**src/rtl/tpc_regs.vh**
```
`ifndef TPC_REGS_VH
`define TPC_REGS_VH
// Register indices; byte address is four times the index
`define TPC_IDX_BOUND      8'h09
`define TPC_IDX_SCALING    8'h17
`define TPC_IDX_CMP_SEL    8'h19
`define TPC_IDX_CTRL       8'h1c
`define TPC_IDX_COUNT      8'h1d
`define TPC_IDX_CMP_CTRL   8'h18
`define TPC_IDX_STATUS     8'h1f
`define TPC_RESET_VAL      8'h00
// Control field positions
`define TPC_CTRL_SRC_HI    7
`define TPC_CTRL_SRC_LO    4
`define TPC_CTRL_OUT_HI    3
`define TPC_CTRL_OUT_LO    2
`define TPC_CTRL_MODE      1
`define TPC_CTRL_INV       0
// Scaling field positions
`define TPC_SCL_RES        7
`define TPC_SCL_PRE_HI     6
`define TPC_SCL_PRE_LO     5
`define TPC_SCL_DIV_HI     4
`define TPC_SCL_DIV_LO     0
// Comparator selection and control bits
`define TPC_CSEL_TO_PA0    7
`define TPC_CSEL_WAKE      6
`define TPC_CCTL_RESAMPLE  5
// Clock source codes
`define TPC_SRC_OFF        4'h0
`define TPC_SRC_SYS        4'h1
`define TPC_SRC_FAST       4'h2
`define TPC_SRC_SLOW       4'h4
`define TPC_SRC_CMP        4'h5
`define TPC_SRC_ALT_SLOW   4'h6
`define TPC_SRC_PA0_RISE   4'h8
`define TPC_SRC_PA0_FALL   4'h9
`define TPC_SRC_PA4_RISE   4'hc
`define TPC_SRC_PA4_FALL   4'hd
// Output routing codes
`define TPC_OUT_OFF        2'h0
`define TPC_OUT_PA3        2'h2
`define TPC_OUT_PA4        2'h3
`endif

```
**src/rtl/tpc_divider.v**
```verilog
`timescale 1ns/1ps
`default_nettype none
// Prescaler (1/4/16/64) followed by a 5-bit scaler dividing by value+1
module tpc_divider (
	input  wire       i_sys_clk,
	input  wire       i_nrst,
	input  wire       i_tick,
	input  wire [1:0] i_pre,
	input  wire [4:0] i_scale,
	output reg        o_tick
);
	reg [5:0] pre_cnt;
	reg [4:0] scl_cnt;
	reg [5:0] pre_last;
	always @* begin
		case (i_pre)
			2'h0:    pre_last = 6'h00;
			2'h1:    pre_last = 6'h03;
			2'h2:    pre_last = 6'h0f;
			default: pre_last = 6'h3f;
		endcase
	end
	wire pre_done = i_tick && (pre_cnt >= pre_last);
	always @(posedge i_sys_clk or negedge i_nrst) begin
		if (!i_nrst) begin
			pre_cnt <= 6'h00;
			scl_cnt <= 5'h00;
			o_tick  <= 1'b0;
		end else begin
			o_tick <= 1'b0;
			if (i_tick)
				pre_cnt <= pre_done ? 6'h00 : pre_cnt + 6'h01;
			if (pre_done) begin
				if (scl_cnt >= i_scale) begin
					scl_cnt <= 5'h00;
					o_tick  <= 1'b1;
				end else
					scl_cnt <= scl_cnt + 5'h01;
			end
		end
	end
endmodule // tpc_divider
`default_nettype wire

```
**src/rtl/tpc_sync_edge.v**
```verilog
`timescale 1ns/1ps
`default_nettype none
// Two-flop synchroniser with rise and fall pulses taken from the second stage
module tpc_sync_edge (
	input  wire i_sys_clk,
	input  wire i_nrst,
	input  wire i_async,
	output wire o_level,
	output wire o_rise,
	output wire o_fall
);
	reg meta;
	reg stable;
	reg prev;
	always @(posedge i_sys_clk or negedge i_nrst) begin
		if (!i_nrst) begin
			meta   <= 1'b0;
			stable <= 1'b0;
			prev   <= 1'b0;
		end else begin
			meta   <= i_async;
			stable <= meta;
			prev   <= stable;
		end
	end
	assign o_level = stable;
	assign o_rise  = stable & ~prev;
	assign o_fall  = ~stable & prev;
endmodule // tpc_sync_edge
`default_nettype wire

```
**src/rtl/tpc_timer.v**
```verilog
`timescale 1ns/1ps
`default_nettype none
`include "tpc_regs.vh"
// Notes on behaviour
// - Source codes 0,1,2,4,5,6 pick stopped, system, fast, slow, comparator, alt slow.
// - Codes 8/9 count PA0 rise/fall, 12/13 count PA4 rise/fall, rest reserved.
// - Output routing 00 none, 01 reserved, 10 port A bit 3, 11 bit 4.
// - Control bit 1 chooses period mode when clear, PWM when set.
// - Control bit 0 inverts the timer output polarity.
// - Scaling bit 7 picks 8-bit PWM, or 6/7-bit by build option.
// - Prescaler 1/4/16/64 from bits 6-5, then 5-bit scaler from bits 4-0.
// - Timer count readable and writable, resets to zero.
// - Write-only 8-bit bound compared against the counter, resets to zero.
// - Comparator selection bit 7 routes comparator result onto port A bit 0.
// - Comparator selection bit 6 enables wake-up on comparator level change.
// - Comparator control bit chooses resampling by timer tick or raw pass.
module tpc_timer #(
	parameter FAST_OSC_DOUBLE_OPTION = 0,
	parameter PWM_WIDTH_OPTION       = 0
) (
	input  wire        i_sys_clk,
	input  wire        i_nrst,
	input  wire [7:0]  i_avs_address,
	input  wire        i_avs_read,
	input  wire        i_avs_write,
	input  wire [31:0] i_avs_writedata,
	input  wire [3:0]  i_avs_byteenable,
	output reg  [31:0] o_avs_readdata,
	output reg         o_avs_waitrequest,
	input  wire        i_fast_internal_osc,
	input  wire        i_fast_osc_x2,
	input  wire        i_slow_internal_osc,
	input  wire        i_alt_slow_osc,
	input  wire        i_cmp_result,
	input  wire        i_port_a_bit_zero,
	input  wire        i_port_a_bit_four,
	output reg         o_port_a_bit_zero,
	output reg         o_port_a_bit_zero_oe_n,
	output reg         o_port_a_bit_three,
	output reg         o_port_a_bit_three_oe_n,
	output reg         o_port_a_bit_four,
	output reg         o_port_a_bit_four_oe_n,
	output reg         o_wake
);
	reg  [7:0] timer_control;
	reg  [7:0] timer_scaling;
	reg  [7:0] timer_bound;
	reg  [7:0] timer_count;
	reg  [7:0] comparator_selection;
	reg  [7:0] comparator_control;
	reg        tm_out;
	reg        cmp_held;
	reg        cmp_last;
	reg        bus_done;
	reg        timer_tick;
	wire       fast_r, slow_r, alt_r, x2_r;
	wire       cmp_lvl, cmp_r, pa0_r, pa0_f, pa4_r, pa4_f;
	wire       scaled_tick;

	tpc_sync_edge u_fast (.i_sys_clk(i_sys_clk), .i_nrst(i_nrst), .i_async(i_fast_internal_osc),
		.o_level(), .o_rise(fast_r), .o_fall());
	tpc_sync_edge u_x2 (.i_sys_clk(i_sys_clk), .i_nrst(i_nrst), .i_async(i_fast_osc_x2),
		.o_level(), .o_rise(x2_r), .o_fall());
	tpc_sync_edge u_slow (.i_sys_clk(i_sys_clk), .i_nrst(i_nrst), .i_async(i_slow_internal_osc),
		.o_level(), .o_rise(slow_r), .o_fall());
	tpc_sync_edge u_alt (.i_sys_clk(i_sys_clk), .i_nrst(i_nrst), .i_async(i_alt_slow_osc),
		.o_level(), .o_rise(alt_r), .o_fall());
	tpc_sync_edge u_cmp (.i_sys_clk(i_sys_clk), .i_nrst(i_nrst), .i_async(i_cmp_result),
		.o_level(cmp_lvl), .o_rise(cmp_r), .o_fall());
	tpc_sync_edge u_pa0 (.i_sys_clk(i_sys_clk), .i_nrst(i_nrst), .i_async(i_port_a_bit_zero),
		.o_level(), .o_rise(pa0_r), .o_fall(pa0_f));
	tpc_sync_edge u_pa4 (.i_sys_clk(i_sys_clk), .i_nrst(i_nrst), .i_async(i_port_a_bit_four),
		.o_level(), .o_rise(pa4_r), .o_fall(pa4_f));

	wire [3:0] src   = timer_control[`TPC_CTRL_SRC_HI:`TPC_CTRL_SRC_LO];
	wire [1:0] route = timer_control[`TPC_CTRL_OUT_HI:`TPC_CTRL_OUT_LO];
	wire       pwm   = timer_control[`TPC_CTRL_MODE];
	wire       inv   = timer_control[`TPC_CTRL_INV];

	// Oscillators are sampled, so their rate must stay well below half the system clock
	always @* begin
		case (src)
			`TPC_SRC_SYS:      timer_tick = 1'b1;
			`TPC_SRC_FAST:     timer_tick = (FAST_OSC_DOUBLE_OPTION != 0) ? x2_r : fast_r;
			`TPC_SRC_SLOW:     timer_tick = slow_r;
			`TPC_SRC_CMP:      timer_tick = cmp_r;
			`TPC_SRC_ALT_SLOW: timer_tick = alt_r;
			`TPC_SRC_PA0_RISE: timer_tick = pa0_r;
			`TPC_SRC_PA0_FALL: timer_tick = pa0_f;
			`TPC_SRC_PA4_RISE: timer_tick = pa4_r;
			`TPC_SRC_PA4_FALL: timer_tick = pa4_f;
			default:           timer_tick = 1'b0;
		endcase
	end

	tpc_divider u_div (
		.i_sys_clk(i_sys_clk),
		.i_nrst(i_nrst),
		.i_tick(timer_tick),
		.i_pre(timer_scaling[`TPC_SCL_PRE_HI:`TPC_SCL_PRE_LO]),
		.i_scale(timer_scaling[`TPC_SCL_DIV_HI:`TPC_SCL_DIV_LO]),
		.o_tick(scaled_tick)
	);

	// PWM counter wraps at the resolution's top value
	reg [7:0] pwm_top;
	always @* begin
		if (!timer_scaling[`TPC_SCL_RES])
			pwm_top = 8'hff;
		else if (PWM_WIDTH_OPTION != 0)
			pwm_top = 8'h7f;
		else
			pwm_top = 8'h3f;
	end

	function [7:0] tpc_byte;
		input [31:0] data;
		input [3:0]  be;
		input [7:0]  old;
		begin
			tpc_byte = be[0] ? data[7:0] : old;
		end
	endfunction

	wire [7:0] idx   = i_avs_address;
	// A write lands at the edge where the master sees waitrequest low, not before
	wire       wr_go = i_avs_write && bus_done;
	wire       rd_go = i_avs_read && !bus_done;
	wire       bound_hit = (timer_count == timer_bound);

	// Bus answers one cycle after the request is seen; a count write beats a timer tick
	always @(posedge i_sys_clk or negedge i_nrst) begin
		if (!i_nrst) begin
			timer_control        <= `TPC_RESET_VAL;
			timer_scaling        <= `TPC_RESET_VAL;
			timer_bound          <= `TPC_RESET_VAL;
			timer_count          <= `TPC_RESET_VAL;
			comparator_selection <= `TPC_RESET_VAL;
			comparator_control   <= `TPC_RESET_VAL;
			tm_out               <= 1'b0;
			bus_done             <= 1'b0;
			o_avs_readdata       <= 32'h0000_0000;
			o_avs_waitrequest    <= 1'b1;
		end else begin
			bus_done          <= (i_avs_read || i_avs_write) && !bus_done;
			o_avs_waitrequest <= !((i_avs_read || i_avs_write) && !bus_done);
			if (scaled_tick) begin
				if (pwm) begin
					timer_count <= (timer_count >= pwm_top) ? 8'h00 : timer_count + 8'h01;
				end else if (bound_hit) begin
					timer_count <= 8'h00;
					tm_out      <= ~tm_out;
				end else
					timer_count <= timer_count + 8'h01;
			end
			if (pwm)
				tm_out <= ((timer_count & pwm_top) < timer_bound);
			if (wr_go) begin
				if (idx == `TPC_IDX_CTRL)
					timer_control <= tpc_byte(i_avs_writedata, i_avs_byteenable, timer_control);
				else if (idx == `TPC_IDX_SCALING)
					timer_scaling <= tpc_byte(i_avs_writedata, i_avs_byteenable, timer_scaling);
				else if (idx == `TPC_IDX_BOUND)
					timer_bound <= tpc_byte(i_avs_writedata, i_avs_byteenable, timer_bound);
				else if (idx == `TPC_IDX_COUNT)
					timer_count <= tpc_byte(i_avs_writedata, i_avs_byteenable, timer_count);
				else if (idx == `TPC_IDX_CMP_SEL)
					comparator_selection <= tpc_byte(i_avs_writedata, i_avs_byteenable, comparator_selection);
				else if (idx == `TPC_IDX_CMP_CTRL)
					comparator_control <= tpc_byte(i_avs_writedata, i_avs_byteenable, comparator_control);
			end
			o_avs_readdata <= 32'h0000_0000;
			if (rd_go) begin
				if (idx == `TPC_IDX_CTRL)
					o_avs_readdata <= {24'h00_0000, timer_control};
				else if (idx == `TPC_IDX_COUNT)
					o_avs_readdata <= {24'h00_0000, timer_count};
				else if (idx == `TPC_IDX_CMP_CTRL)
					o_avs_readdata <= {24'h00_0000, comparator_control};
				else if (idx == `TPC_IDX_STATUS)
					o_avs_readdata <= {24'h00_0000, 6'h00, cmp_held, tm_out};
			end
		end
	end

	// Resampled comparator only moves on a timer tick
	always @(posedge i_sys_clk or negedge i_nrst) begin
		if (!i_nrst) begin
			cmp_held <= 1'b0;
			cmp_last <= 1'b0;
		end else begin
			if (!comparator_control[`TPC_CCTL_RESAMPLE])
				cmp_held <= cmp_lvl;
			else if (timer_tick)
				cmp_held <= cmp_lvl;
			cmp_last <= cmp_held;
		end
	end

	always @(posedge i_sys_clk or negedge i_nrst) begin
		if (!i_nrst) begin
			o_port_a_bit_zero       <= 1'b0;
			o_port_a_bit_zero_oe_n  <= 1'b1;
			o_port_a_bit_three      <= 1'b0;
			o_port_a_bit_three_oe_n <= 1'b1;
			o_port_a_bit_four       <= 1'b0;
			o_port_a_bit_four_oe_n  <= 1'b1;
			o_wake                  <= 1'b0;
		end else begin
			o_port_a_bit_zero      <= cmp_held;
			o_port_a_bit_zero_oe_n <= !comparator_selection[`TPC_CSEL_TO_PA0];
			o_port_a_bit_three      <= tm_out ^ inv;
			o_port_a_bit_three_oe_n <= (route != `TPC_OUT_PA3);
			o_port_a_bit_four       <= tm_out ^ inv;
			o_port_a_bit_four_oe_n  <= (route != `TPC_OUT_PA4);
			o_wake <= comparator_selection[`TPC_CSEL_WAKE] && (cmp_held != cmp_last);
		end
	end
endmodule // tpc_timer
`default_nettype wire

```
**config.mk**
```make
export PLATFORM = sky130hd
export DESIGN_NAME = tpc_timer
export DESIGN_NICKNAME = d
export VERILOG_FILES = /design/src/rtl/tpc_divider.v /design/src/rtl/tpc_sync_edge.v /design/src/rtl/tpc_timer.v
export VERILOG_INCLUDE_DIRS = /design/src /design/src/rtl
export SDC_FILE = /design/constraint.sdc
export NUM_CORES = 1
export LEC_CHECK = 0
export BUFFER_PORTS_ARGS = -buffer_cell sky130_fd_sc_hd__buf_2
export CORE_AREA = 2 2 91 93
export DETAILED_ROUTE_END_ITERATION = 6
export DIE_AREA = 0 0 93 95
export PLACE_DENSITY = 0.89
export SLEW_MARGIN = 40
export SYNTH_ARGS = -nofsm -noshare
export SYNTH_HDL_FRONTEND = slang
export SYNTH_SLANG_ARGS = --single-unit
```
**constraint.sdc**
```tcl
create_clock -name i_sys_clk -period 3.6 [get_ports i_sys_clk]
set_input_delay 0.54 -clock i_sys_clk [delete_from_list [all_inputs] [get_ports i_sys_clk]]
set_output_delay 0.54 -clock i_sys_clk [all_outputs]
set_load 0.01 [all_outputs]
```
Word-level counts from Yosys, hierarchy flattened --
Cells that the tools add are included.
Cells by class: $add $sub $neg 3, $lt $le $gt $ge 4, equal/unequal tests 24, multiplexer cells 27, bitwise gates (word level) 24, reduce and logical (&&, ||, !) cells 18
Operators with widths (number):
- 8-bit two-way mux | 15
- 8-bit by 5-bit equality test with 1-bit output (second input constant) | 6
- 6-bit one-hot mux with 3 select lines | 1
- 4-bit equality test (second input constant) | 4
- 1-bit NOT | 14
- 4-bit by 3-bit equality test with 1-bit output (second input constant) | 3
- 1-bit one-hot mux with 9 select lines | 1
- 8-bit by 1-bit adder with 8-bit output (second input constant) | 1
- 1-bit bitwise AND | 8
- 8-bit bitwise AND | 1
- 8-bit by 4-bit equality test with 1-bit output (second input constant) | 1
- 8-bit equality test | 1
- 8-bit greater-or-equal comparator | 1
- 8-bit less-than comparator | 1
- 8-bit AND reduction | 1
- 1-bit two-way mux | 7
- 7-bit AND reduction | 1
- 6-bit by 1-bit adder with 6-bit output (second input constant) | 1
- 6-bit greater-or-equal comparator | 1
- 6-bit two-way mux | 1
- 6-bit inequality test (second input constant) | 1
- 5-bit by 1-bit adder with 5-bit output (second input constant) | 1
- 5-bit greater-or-equal comparator | 1
- 1-bit logical AND | 5
- 18 further kinds | 22
Word-level totals: bits in registers 120, input bits 55, output and inout bits 40, logic and storage cells 138

Longest topological paths before layout --
Gate-level depths: netlist of the first run.
depth after elaboration 10, depth in mapped cells 9, mapped depth without buffers 8

By module --
From an unflattened synthesis of the first run, not the netlist that was laid out.
Second synthesis, totals: cell total of the unflattened synthesis 418, area, all modules 4669.5 um^2
By module, submodules not included:
- tpc_timer | times used 1, cells each 297, area an instance 3285.7 um^2, sequential area each 1506.4 um^2
- tpc_divider | times used 1, cells each 91, area an instance 843.3 um^2, sequential area each 300.3 um^2
- tpc_sync_edge | times used 6, cells each 5, area an instance 90.1 um^2, sequential area each 75.1 um^2

Least setup slack after synthesis of the first run --
Ideal clock, no wire load.
path kind reg-to-reg, from reg timer_scaling[6], to reg u_div.scl_cnt[3], setup time 124 ps, arrival 2337 ps, required time 3476 ps, slack 1139 ps, stages on the path, launching flop included 9, buffers on the path 1, period minus slack after synthesis 2461 ps, cells stage by stage dfrtp_1 -> or2_2 -> ha_1 -> nand2b_1 -> a2111oi_0 -> o31ai_1 -> nand4_1 -> clkbuf_1 -> a211o_1
Between the ends: word-level cells in the longest chain between the ends 4, elaborated cells on any way between the ends 6, classes of those cells 1 x order compare; 2 x eq/ne; 1 x mux; 2 x reduce/logical
Ends and longest elaborated chain:
- start: declaration | line tpc_timer.v:46 | reg [7:0] timer_scaling;
- start signal: assignment | line tpc_timer.v:135 | timer_scaling <= `TPC_RESET_VAL;
- start signal: assignment | line tpc_timer.v:162 | timer_scaling <= tpc_byte(i_avs_writedata, i_avs_byteenable, timer_scaling);
- 2-bit equality test, or another cell as far along | line tpc_divider.v:16 | case (i_pre)
- 6-bit one-hot mux with 3 select lines * | line tpc_divider.v:16
- 6-bit greater-or-equal comparator * | line tpc_divider.v:23 | wire pre_done = i_tick && (pre_cnt >= pre_last);
- 1-bit logical AND * | line tpc_divider.v:23
- end signal: assignment | line tpc_divider.v:38 | scl_cnt <= scl_cnt + 5'h01;
- end: declaration | line tpc_divider.v:13 | reg [4:0] scl_cnt;
Every way passes the cells marked *; elsewhere a longest branch is shown, timed or not. A chain may end at the register's enable or synchronous reset.

Final worst setup path of the first run --
from reg timer_scaling[6], to reg u_div.scl_cnt[2]
The elaborated chain is that of the path after synthesis.

==> results of run 1 <==
layer usage:
metal / wire, microns / part of all wire (%) / up-vias / GRT usage, %
li1: - / - / 1517 / -
met1: 3790 / 42 / 1531 / 28.3
met2: 4450 / 49 / 121 / 35.2
met3: 546 / 6.0 / 27 / 3.83
met4: 248 / 2.7 / 0 / 10.9
met5: 0 / 0 / - / 0
stage by stage:
stage / setup WS, ns / std cells / area, sq um
floorplan: 1.14 / 435 / 4560
global placement: 0.737 / 555 / 4730
detailed placement: 0.686 / 555 / 4730
CTS: 0.641 / 571 / 4930
global route: 0.631 / 571 / 4940
finish: 0.860 / 571 / 4940
cells in the final DEF (no fill, tap or decap), types with 3 or more instances in the layout:
master and count:
or4_1 3, clkbuf_8 11, o31ai_1 3, nand2b_1 7
a222oi_1 6, a221o_1 3, a21o_1 6, conb_1 24
a31oi_1 3, o21ai_0 23, nor2b_1 4, and3_1 6
buf_4 6, dfstp_2 4, nand4_1 8, xor2_1 5
dfrtp_1 86, ha_1 26, nand3_1 7, or2_2 5
o21ai_1 5, nor3b_1 3, nor4_1 5, nor2_1 21
inv_1 25, buf_2 41, nor3_1 3, nand2_1 43
a21oi_1 7, mux2_2 23
critical path, stage by stage (launching register included):
cell and delay, ns:
dfrtp_1 0.40, or2_2 0.32, ha_1 0.27, nand2b_1 0.09, a2111oi_0 0.11, o31ai_2 0.57, nand4_1 0.15, buf_4 0.22
or4b_1 0.47, nand2_1 0.08
worst paths after layout:
check,start,end,slack (ns),cells past startpoint
setup / recovery,timer_scaling[6],u_div.scl_cnt[2],0.86,9
hold / removal,i_nrst,comparator_control[6],0.23,1
setup reg to reg,timer_scaling[6],u_div.scl_cnt[2],0.86,9
hold reg to reg,u_alt.meta,u_alt.o_level,0.35,0
max in group asynchronous,i_nrst,o_avs_readdata[1],2.93,1
min in group i_sys_clk,i_slow_internal_osc,u_slow.meta,0.28,1
power breakdown:
| part | leakage (nW) | total, mW | switching, mW | internal, mW |
|---|---|---|---|---|
| Sequential | 1.12 | 1.09 | 0.0350 | 1.05 |
| Combinational | 1.24 | 0.170 | 0.106 | 0.0643 |
| Clock | 0.0966 | 0.703 | 0.358 | 0.345 |
| Total | 2.46 | 1.96 | 0.499 | 1.46 |
state kept, by name (all words and copies together) (netlist names), 2 cells and up:
register              count
comparator_control        8
o_avs_readdata            8
timer_bound               8
timer_control             8
timer_count               8
timer_scaling             8
u_div.pre_cnt             6
u_div.scl_cnt             5
comparator_selection      2
cell type report:
cell class	instances	area, sq um	area share (%)
timing repair buffer	48	264	5.34
clock buffer	11	141	2.86
inverter	25	93.8	1.90
clock inverter	5	62.6	1.27
sequential	90	2260	45.7
multi-input combinational	287	1990	40.3
tap	105	131	2.66
cell families after synthesis:
logic type                 after synthesis  share of synthesized area [%]
xor gates and xnor gates                 5                          0.980
DFF                                     90                           50.5
buffers and inverters                   58                           7.00
other                                    1                         0.0839
muxes                                   25                           6.24
adders and majority gates               26                           7.28
and+or+nand+nor                        133                           16.6
AOI/OAI and AO/OA                       74                           11.3
==> run_results.csv, run 1 <==
group,metric,value,unit
worst_setup_path,cp_max_fo,11,
logic_synthesis,synth_area,4470,sq um
logic_synthesis,synthCells,412,
clock_network,path_clk_slew,0.10,ns
logic_synthesis,syn_area_per_cell,10.8,sq um
routing,first_pass_iters,5,
finish,antenna_cells,0,
logic_synthesis,async_flop_share,100,%
logic_synthesis,synth_edf_count,0,
status,status,"finished, final reports clean",
grt,track_usage,21.7,%
sta,slew_headroom,55.9,%
finish,final_util,62.3,%
clock_network,cts_buffers,9,
floorplanning,core,7930,sq um
logic_synthesis,yosysTopAreaCell,"dfrtp_1",
pwr,p_per_area,397,nW/um^2
clock_network,htree_levels,3,
routing,drc,0,
sta,worst_clock_skew,0.0136,ns
worst_setup_path,crit_required,3.90,ns
min_path,hold_class,"input pin to async pin",
logic_synthesis,ys_seq_area_share,50.5,%
finish,synthToLayoutAreaGrowth,10.6,%
grt,gr-total-overflow,0,
floorplanning,ios,95,
placed_design,globalplace.congestion,0.928,
finish,fillers,627,
floorplanning,initial_core_util,56.4,%
floorplanning,row_count,33,
sta,drv_slew,0,
routing,detail-route-antenna-nets,0,
logic_synthesis,yosys.cell_count.top_type,"dfrtp_1",
clock_network,clk_latency,0.37,ns
logic_synthesis,synth_cell_type_count,59,
grt,grt_antenna_before_repair,0,
sta,setup_viol,0,
sta,fin_setup_tns,0,ns
clock_network,post-cts-setup-buffers,0,
sta,finalCriticalPeriod,2.74,ns
clock_network,ctsRootBufferMaster,"clkbuf_8",
placed_design,dp_hpwl,6530,microns
floorplanning,die_area,8840,sq um
clock_network,clk_path_buf_depth,2,
logic_synthesis,ys.flop_type,"dfrtp_1",
clock_network,cts.repair.resized,0,
routing,wl_per_cell,15.8,microns
clock_network,cts_hold_buf,0,
sta,hold_ws,0.230,ns
grt,grt_first_pass_wirelength,14700,microns
clock_network,cts_sinks,90,
worst_setup_path,cp-start-kind,"flip-flop",
grt,first_global_vias,3056,
routing,routed_via_density,5.60,
sta,hold_violations,0,
sta,rsz0062_at_grt,"false",
routing,first_iter_violations,246,
finish,fin_nets,542,
logic_synthesis,synth_seq_cells,90,
placed_design,io_buffers,42,
floorplanning,die_w,93,microns
worst_setup_path,criticalPathCategory,"flip-flop to flip-flop",
clock_network,cts_tree,"done",
worst_setup_path,critPathArrivalTime,3.04,ns
run,drv_cap,0,
sta,fin_crit_sh,76.1,%
grt,grt_max_degree,91,
logic_synthesis,synth_common_cells,"86 x dfrtp_1, 43 x nand2_1, 26 x ha_1, 25 x buf_4, 25 x inv_1",
pwr,p_leak,2.46,nW
routing,num_vias,3196,
pwr,power,1.96,mW
floorplanning,die_y,95,microns
finish,post_route_cells_drive_above_1_share,22.7,%
logic_synthesis,synth_top_area_share,48.2,%
pwr,vdd_drop_max,0.000229,V
logic_synthesis,yosys-top-cells-area,"dfrtp_1 48%, ha_1 7.3%, mux2_2 5.8%",
worst_setup_path,crit_path_end_kind,"flip-flop",
sta,worstMarginPinSlew,0.659,ns
logic_synthesis,yosys_warnings,0,
routing,wl,9040,microns
sta,fmax,0.365,GHz
No activity file was read; power rests on OpenSTA's default activity.
==> run 2: changes to the inputs <==
--- a/config.mk
+++ b/config.mk
@@ -7,10 +7,10 @@
 export NUM_CORES = 1
 export LEC_CHECK = 0
 export BUFFER_PORTS_ARGS = -buffer_cell sky130_fd_sc_hd__buf_2
-export CORE_AREA = 2 2 91 93
+export CORE_AREA = 2 2 99 101
 export DETAILED_ROUTE_END_ITERATION = 6
-export DIE_AREA = 0 0 93 95
-export PLACE_DENSITY = 0.89
+export DIE_AREA = 0 0 101 103
+export PLACE_DENSITY = 0.8
 export SLEW_MARGIN = 40
 export SYNTH_ARGS = -nofsm -noshare
 export SYNTH_HDL_FRONTEND = slang
==> constraint.sdc (replaced) <==
create_clock -name i_sys_clk -period 2.5 [get_ports i_sys_clk]
set_input_delay 0.375 -clock i_sys_clk [delete_from_list [all_inputs] [get_ports i_sys_clk]]
set_output_delay 0.375 -clock i_sys_clk [all_outputs]
set_load 0.01 [all_outputs]
==> run 2 against run 1 <==
  * Total power grew 46%
  * Sequential share of layout area shrank 2.2 points
  * Non-clock buffer count grew 16
  * Worst hold slack lost 0.22 ns
  * Clock power grew 41%
  * Die area grew 18%
  * Register-to-register slack lost 0.83 ns
  * Sequential power grew 43%
  * Largest cell class unchanged
==> run_results.csv, run 2 (synthesis results as in run 1) <==
group,metric,value,unit
sta,fin_crit_sh,98.7,%
grt,top_usage_layer,"met2",
placed_design,dp_slack,-0.0551,ns
worst_setup_path,critical_path_buf_inv_count,1,
floorplanning,die_w,101,microns
sta,drv_slew,0,
worst_setup_path,cp-start-kind,"flip-flop",
grt,gr-total-overflow,0,
routing,num_vias,3298,
min_path,hold_class,"input pin to async pin",
grt,track_usage,19.2,%
worst_setup_path,cp_cell_sequence,"ha_1, nand4_1, or4_4, mux2_4, o21ai_4, buf_6, nor2_2, or3_4",
pwr,p_leak,2.55,nW
sta,setup_viol,0,
grt,grt_first_pass_wirelength,15300,microns
worst_setup_path,critical_path.slowest_cell,"or4_4",
sta,worst_slack,0.0334,ns
clock_network,cts_buffers,9,
grt,grt_max_degree,49,
grt,met3_usage,3.80,%
worst_setup_path,criticalPathCategory,"flip-flop to flip-flop",
worst_setup_path,max_stage_delay,0.53,ns
routing,first_iter_violations,215,
sta,hold_violations,0,
sta,slew_headroom,58.9,%
floorplanning,ios,95,
placed_design,io_buffers,42,
finish,final_common_cell,"dfrtp_1",
grt,use_met2,32.2,%
sta,worst_clock_skew,0.00780,ns
clock_network,cts_tree,"done",
clock_network,ctsRootBufferMaster,"clkbuf_8",
clock_network,htree_levels,3,
routing,drc,0,
floorplanning,die_y,103,microns
pwr,vdd_drop_max,0.000264,V
finish,fin_nets,558,
grt,grt_util_met1,23.6,%
finish,post_route_cells_drive_above_1_share,27.2,%
sta,fin_setup_tns,0,ns
worst_setup_path,worstReg2RegStart,"timer_bound[0]",
worst_setup_path,critPathLaunch,"timer_bound[0]",
worst_setup_path,crit_required,2.75,ns
floorplanning,core,9460,sq um
clock_network,cts_sinks,90,
clock_network,clk_latency,0.37,ns
floorplanning,die_area,10400,sq um
routing,first_pass_iters,5,
worst_setup_path,crit_path_end_kind,"flip-flop",
routing,routed_via_density,5.53,
sta,fmax,0.405,GHz
pwr,p_per_area,553,nW/um^2
finish,antenna_cells,0,
routing,detail-route-antenna-nets,0,
sta,rsz0062_at_grt,"true",
placed_design,dp_hpwl,6890,microns
run,drv_cap,0,
floorplanning,initial_core_util,47.2,%
clock_network,path_clk_slew,0.09,ns
finish,layout_common_cells,"86 x dfrtp_1, 43 x nand2_1, 42 x buf_2",
clock_network,clk_path_buf_depth,2,
status,status,"finished, final reports clean",
floorplanning,row_count,36,
placed_design,globalplace.congestion,0.864,
sta,finalCriticalPeriod,2.47,ns
worst_setup_path,critPathArrivalTime,2.71,ns
worst_setup_path,crit_family,"simple AND/OR/NAND/NOR gates",
finish,synthToLayoutAreaGrowth,16.0,%
sta,worstMarginPinSlew,0.617,ns
grt,first_global_vias,3284,
grt,grt_antenna_before_repair,0,
routing,wl,9460,microns
worst_setup_path,cp_max_fo,5,
routing,wl_per_cell,15.9,microns
[run 2: final cells by class]
cell class,instances,area [sq um]
inverter,25,93.8
timing repair buffer,64,399
clock inverter,5,63.8
fill,762,4270
sequential,90,2260
clock buffer,11,131
tap,114,143
multi-input combinational,287,2100
[run 2: final timing paths]
kind / end / slack, ns / depth (start not counted)
max in group asynchronous: o_port_a_bit_four_oe_n / 1.79 / 2
hold / removal: u_slow.meta / 0.007 / 1
hold reg to reg: u_alt.o_level / 0.35 / 0
setup / recovery: timer_count[2] / 0.03 / 8
setup reg to reg: timer_count[2] / 0.03 / 8
min in group i_sys_clk: u_cmp.meta / 0.10 / 1
[run 2: power breakdown]
| part | switching [mW] | internal (mW) | total (mW) |
|---|---|---|---|
| sequential | 0.0477 | 1.52 | 1.56 |
| combinational | 0.186 | 0.131 | 0.317 |
| clock | 0.519 | 0.470 | 0.988 |
[run 2: stage by stage]
step                      total power [mW]  cell area, sq um  utilization, %  cells  hold slack [ns]
after floorplan                       1.75              4560               -    435           0.0794
after global placement                1.83              4850            51.2    577            0.333
after detailed placement              1.85              4850            51.2    577            0.336
after CTS                             2.85              5060            53.5    593           0.0238
after global routing                  3.00              5190            54.8    596           0.0537
final                                 2.87              5190            54.8    596          0.00705
[run 2: timing repair]
action                     4_1_cts  5_1_grt
cloned                           0        1
setup endpoints to repair        3       11
setup buffers                    0        2
hold buffers                     0        0
resized for setup                4       15
pin swaps                        2        3
[run 2: metal layers]
layer / vias up / part of all wire, %
met5: - / 0
met4: 0 / 2.6
met3: 21 / 5.0
met2: 109 / 48
met1: 1613 / 44
li1: 1555 / -
[run 2: worst reg2reg max path, stage by stage, from the launching register on]
cell and delay, ns:
dfrtp_1 0.41, ha_1 0.30, nand4_1 0.12, or4_4 0.53, mux2_4 0.31, o21ai_4 0.15, buf_6 0.14, nor2_2 0.04
or3_4 0.36
==> run 3: changes to the inputs <==
==> constraint.sdc (replaced) <==
create_clock -name i_sys_clk -period 2.2 [get_ports i_sys_clk]
set_input_delay 0.33 -clock i_sys_clk [delete_from_list [all_inputs] [get_ports i_sys_clk]]
set_output_delay 0.33 -clock i_sys_clk [all_outputs]
set_load 0.01 [all_outputs]
==> run 3 against run 2 <==
  * The run now ends with negative setup slack left
  * Clock skew up 0.0038 ns
  * Maximum frequency rose by 3.9%
  * Setup slack worse by 0.21 ns
  * Design area increased by 5.5%
  * Largest power group unchanged
==> run_results.csv, run 3 (synthesis results as in run 1) <==
group,metric,value,unit
floorplanning,ios,95,
clock_network,ctsRootBufferMaster,"clkbuf_8",
min_path,hold_start,"i_slow_internal_osc",
finish,synthToLayoutAreaGrowth,22.4,%
sta,setup_viol,10,
routing,wl,10200,microns
finish,final_cells,619,
worst_setup_path,cp_max_fo,5,
routing,detail-route-antenna-nets,0,
clock_network,htree_levels,3,
worst_setup_path,criticalPathCategory,"flip-flop to flip-flop",
grt,first_global_vias,3444,
worst_setup_path,cp-start-kind,"flip-flop",
finish,final_common_cell,"dfrtp_1",
finish,post_route_cells_drive_above_1_share,32.1,%
clock_network,cts_tree,"done",
run,drv_cap,0,
sta,drv_slew,0,
finish,final_util,57.8,%
clock_network,clk_path_buf_depth,2,
status,violations,"negative setup slack",
grt,grt_antenna_before_repair,0,
sta,worst_clock_skew,0.0116,ns
grt,grt_first_pass_wirelength,16100,microns
routing,first_pass_iters,7,
sta,hold_violations,0,
placed_design,globalplace.congestion,0.970,
pwr,vdd_drop_max,0.000281,V
sta,finalCriticalPeriod,2.37,ns
finish,antenna_cells,0,
sta,rsz0062_at_grt,"true",
clock_network,cts_buffers,9,
placed_design,dp_hpwl,7190,microns
worst_setup_path,crit_path_end_kind,"flip-flop",
min_path,hold_class,"input pin to flip-flop",
finish,fin_nets,581,
worst_setup_path,worst_r2r_path_depth,7,
placed_design,io_buffers,42,
grt,grt_max_degree,64,
finish,layout_common_cells,"86 x dfrtp_1, 42 x nand2_1, 41 x buf_2",
grt,track_usage,20.1,%
placed_design,dp.cells,591,
sta,fmax,0.421,GHz
routing,routed_via_density,5.46,
sta,slew_headroom,48.6,%
sta,fin_crit_sh,108,%
floorplanning,row_count,36,
finish,fillers,735,
worst_setup_path,r2r_slack,-0.17,ns
pwr,p_per_area,620,nW/um^2
sta,worstMarginPinSlew,0.766,ns
clock_network,cts_sinks,90,
min_path,hold-path-endpoint,"u_slow.meta",
clock_network,clk_latency,0.37,ns
routing,drc,0,
worst_setup_path,rr_endpoint,"timer_count[6]",
min_path,hold_depth,1,
worst_setup_path,worstReg2RegStart,"timer_count[3]",
routing,num_vias,3380,
sta,hold_ws,0.0693,ns
clock_network,path_clk_slew,0.08,ns
floorplanning,core,9460,sq um
routing,first_iter_violations,162,
status,status,"complete, but fails checks",
pwr,p_leak,2.69,nW
worst_setup_path,crit_required,2.45,ns
sta,worst_slack,-0.173,ns
floorplanning,die_area,10400,sq um
routing,wl_per_cell,16.5,microns
grt,gr-total-overflow,0,
worst_setup_path,critPathArrivalTime,2.62,ns
floorplanning,initial_core_util,47.2,%
floorplanning,die_y,103,microns
floorplanning,die_w,101,microns
-- run 3: cell types whose count changed in the layout (fill, tap and decap cells not counted), sizes merged --
cell         before  now
buf              64   85
bufinv            1    2
inv              26   25
dlygate4sd3       0    1
o21ai            29   30
-- run 3: worst max path at each step --
stage	from	to	slack (ns)
final	timer_count[3]	timer_count[6]	-0.17
after global placement	timer_count[2]	timer_count[2]	-0.17
after global routing	timer_count[3]	timer_count[5]	-0.23
after CTS	timer_count[4]	timer_count[6]	-0.17
after detailed placement	timer_count[3]	timer_count[2]	-0.20
after floorplan	timer_count[3]	timer_count[2]	-0.16
-- run 3: per-layer routing --
metal	share of wire [%]	up-vias	GRT usage [%]	wire, microns
met2	51	108	35.2	5260
met1	41	1653	24.5	4230
met4	2.1	0	9.04	219
met5	0	-	0	0
met3	5.2	21	3.53	533
li1	-	1598	-	-
-- run 3: cell type report --
| class | instances | area, sq um | area share [%] |
|---|---|---|---|
| flip-flops and latches | 90 | 2260 | 41.3 |
| repair buffers | 86 | 573 | 10.5 |
| inverters | 25 | 93.8 | 1.72 |
| clock buffers | 11 | 131 | 2.40 |
| clock inverters | 5 | 81.3 | 1.49 |
| well taps | 114 | 143 | 2.61 |
| multi-input cells | 288 | 2190 | 40.1 |
-- run 3: stage by stage --
step | TNS [ns] | area [sq um] | setup slack [ns] | total power [mW]
after CTS | -1.26 | 5330 | -0.168 | 3.38
after global routing | -1.75 | 5470 | -0.234 | 3.54
after global placement | -0.835 | 5020 | -0.168 | 2.14
final | -0.924 | 5470 | -0.173 | 3.39
after detailed placement | -1.47 | 5020 | -0.199 | 2.16
after floorplan | -0.539 | 4630 | -0.156 | 2.05
-- run 3: critical path, stage by stage (launching register included) --
cell     delay [ns]
dfrtp_1        0.42
ha_4           0.28
nand4_1        0.10
or4_4          0.52
mux2_4         0.32
o21ai_4        0.20
o21ai_1        0.10
a221o_1        0.31
-- run 3: timing repair --
| item | CTS | global route |
|---|---|---|
| hold endpoints to repair | 27 | 0 |
| resized for setup | 11 | 19 |
| setup buffers | 4 | 6 |
| gates cloned | 1 | 0 |
| endpoints found under the setup margin | 14 | 18 |
| hold buffers | 1 | 0 |
| pin swaps | 15 | 12 |
-- run 3: power breakdown --
| group | switching, mW | total (mW) | internal (mW) | leakage, nW |
|---|---|---|---|---|
| sequential | 0.0608 | 1.78 | 1.72 | 1.12 |
| clock | 0.572 | 1.21 | 0.641 | 0.104 |
| combinational | 0.219 | 0.396 | 0.177 | 1.46 |
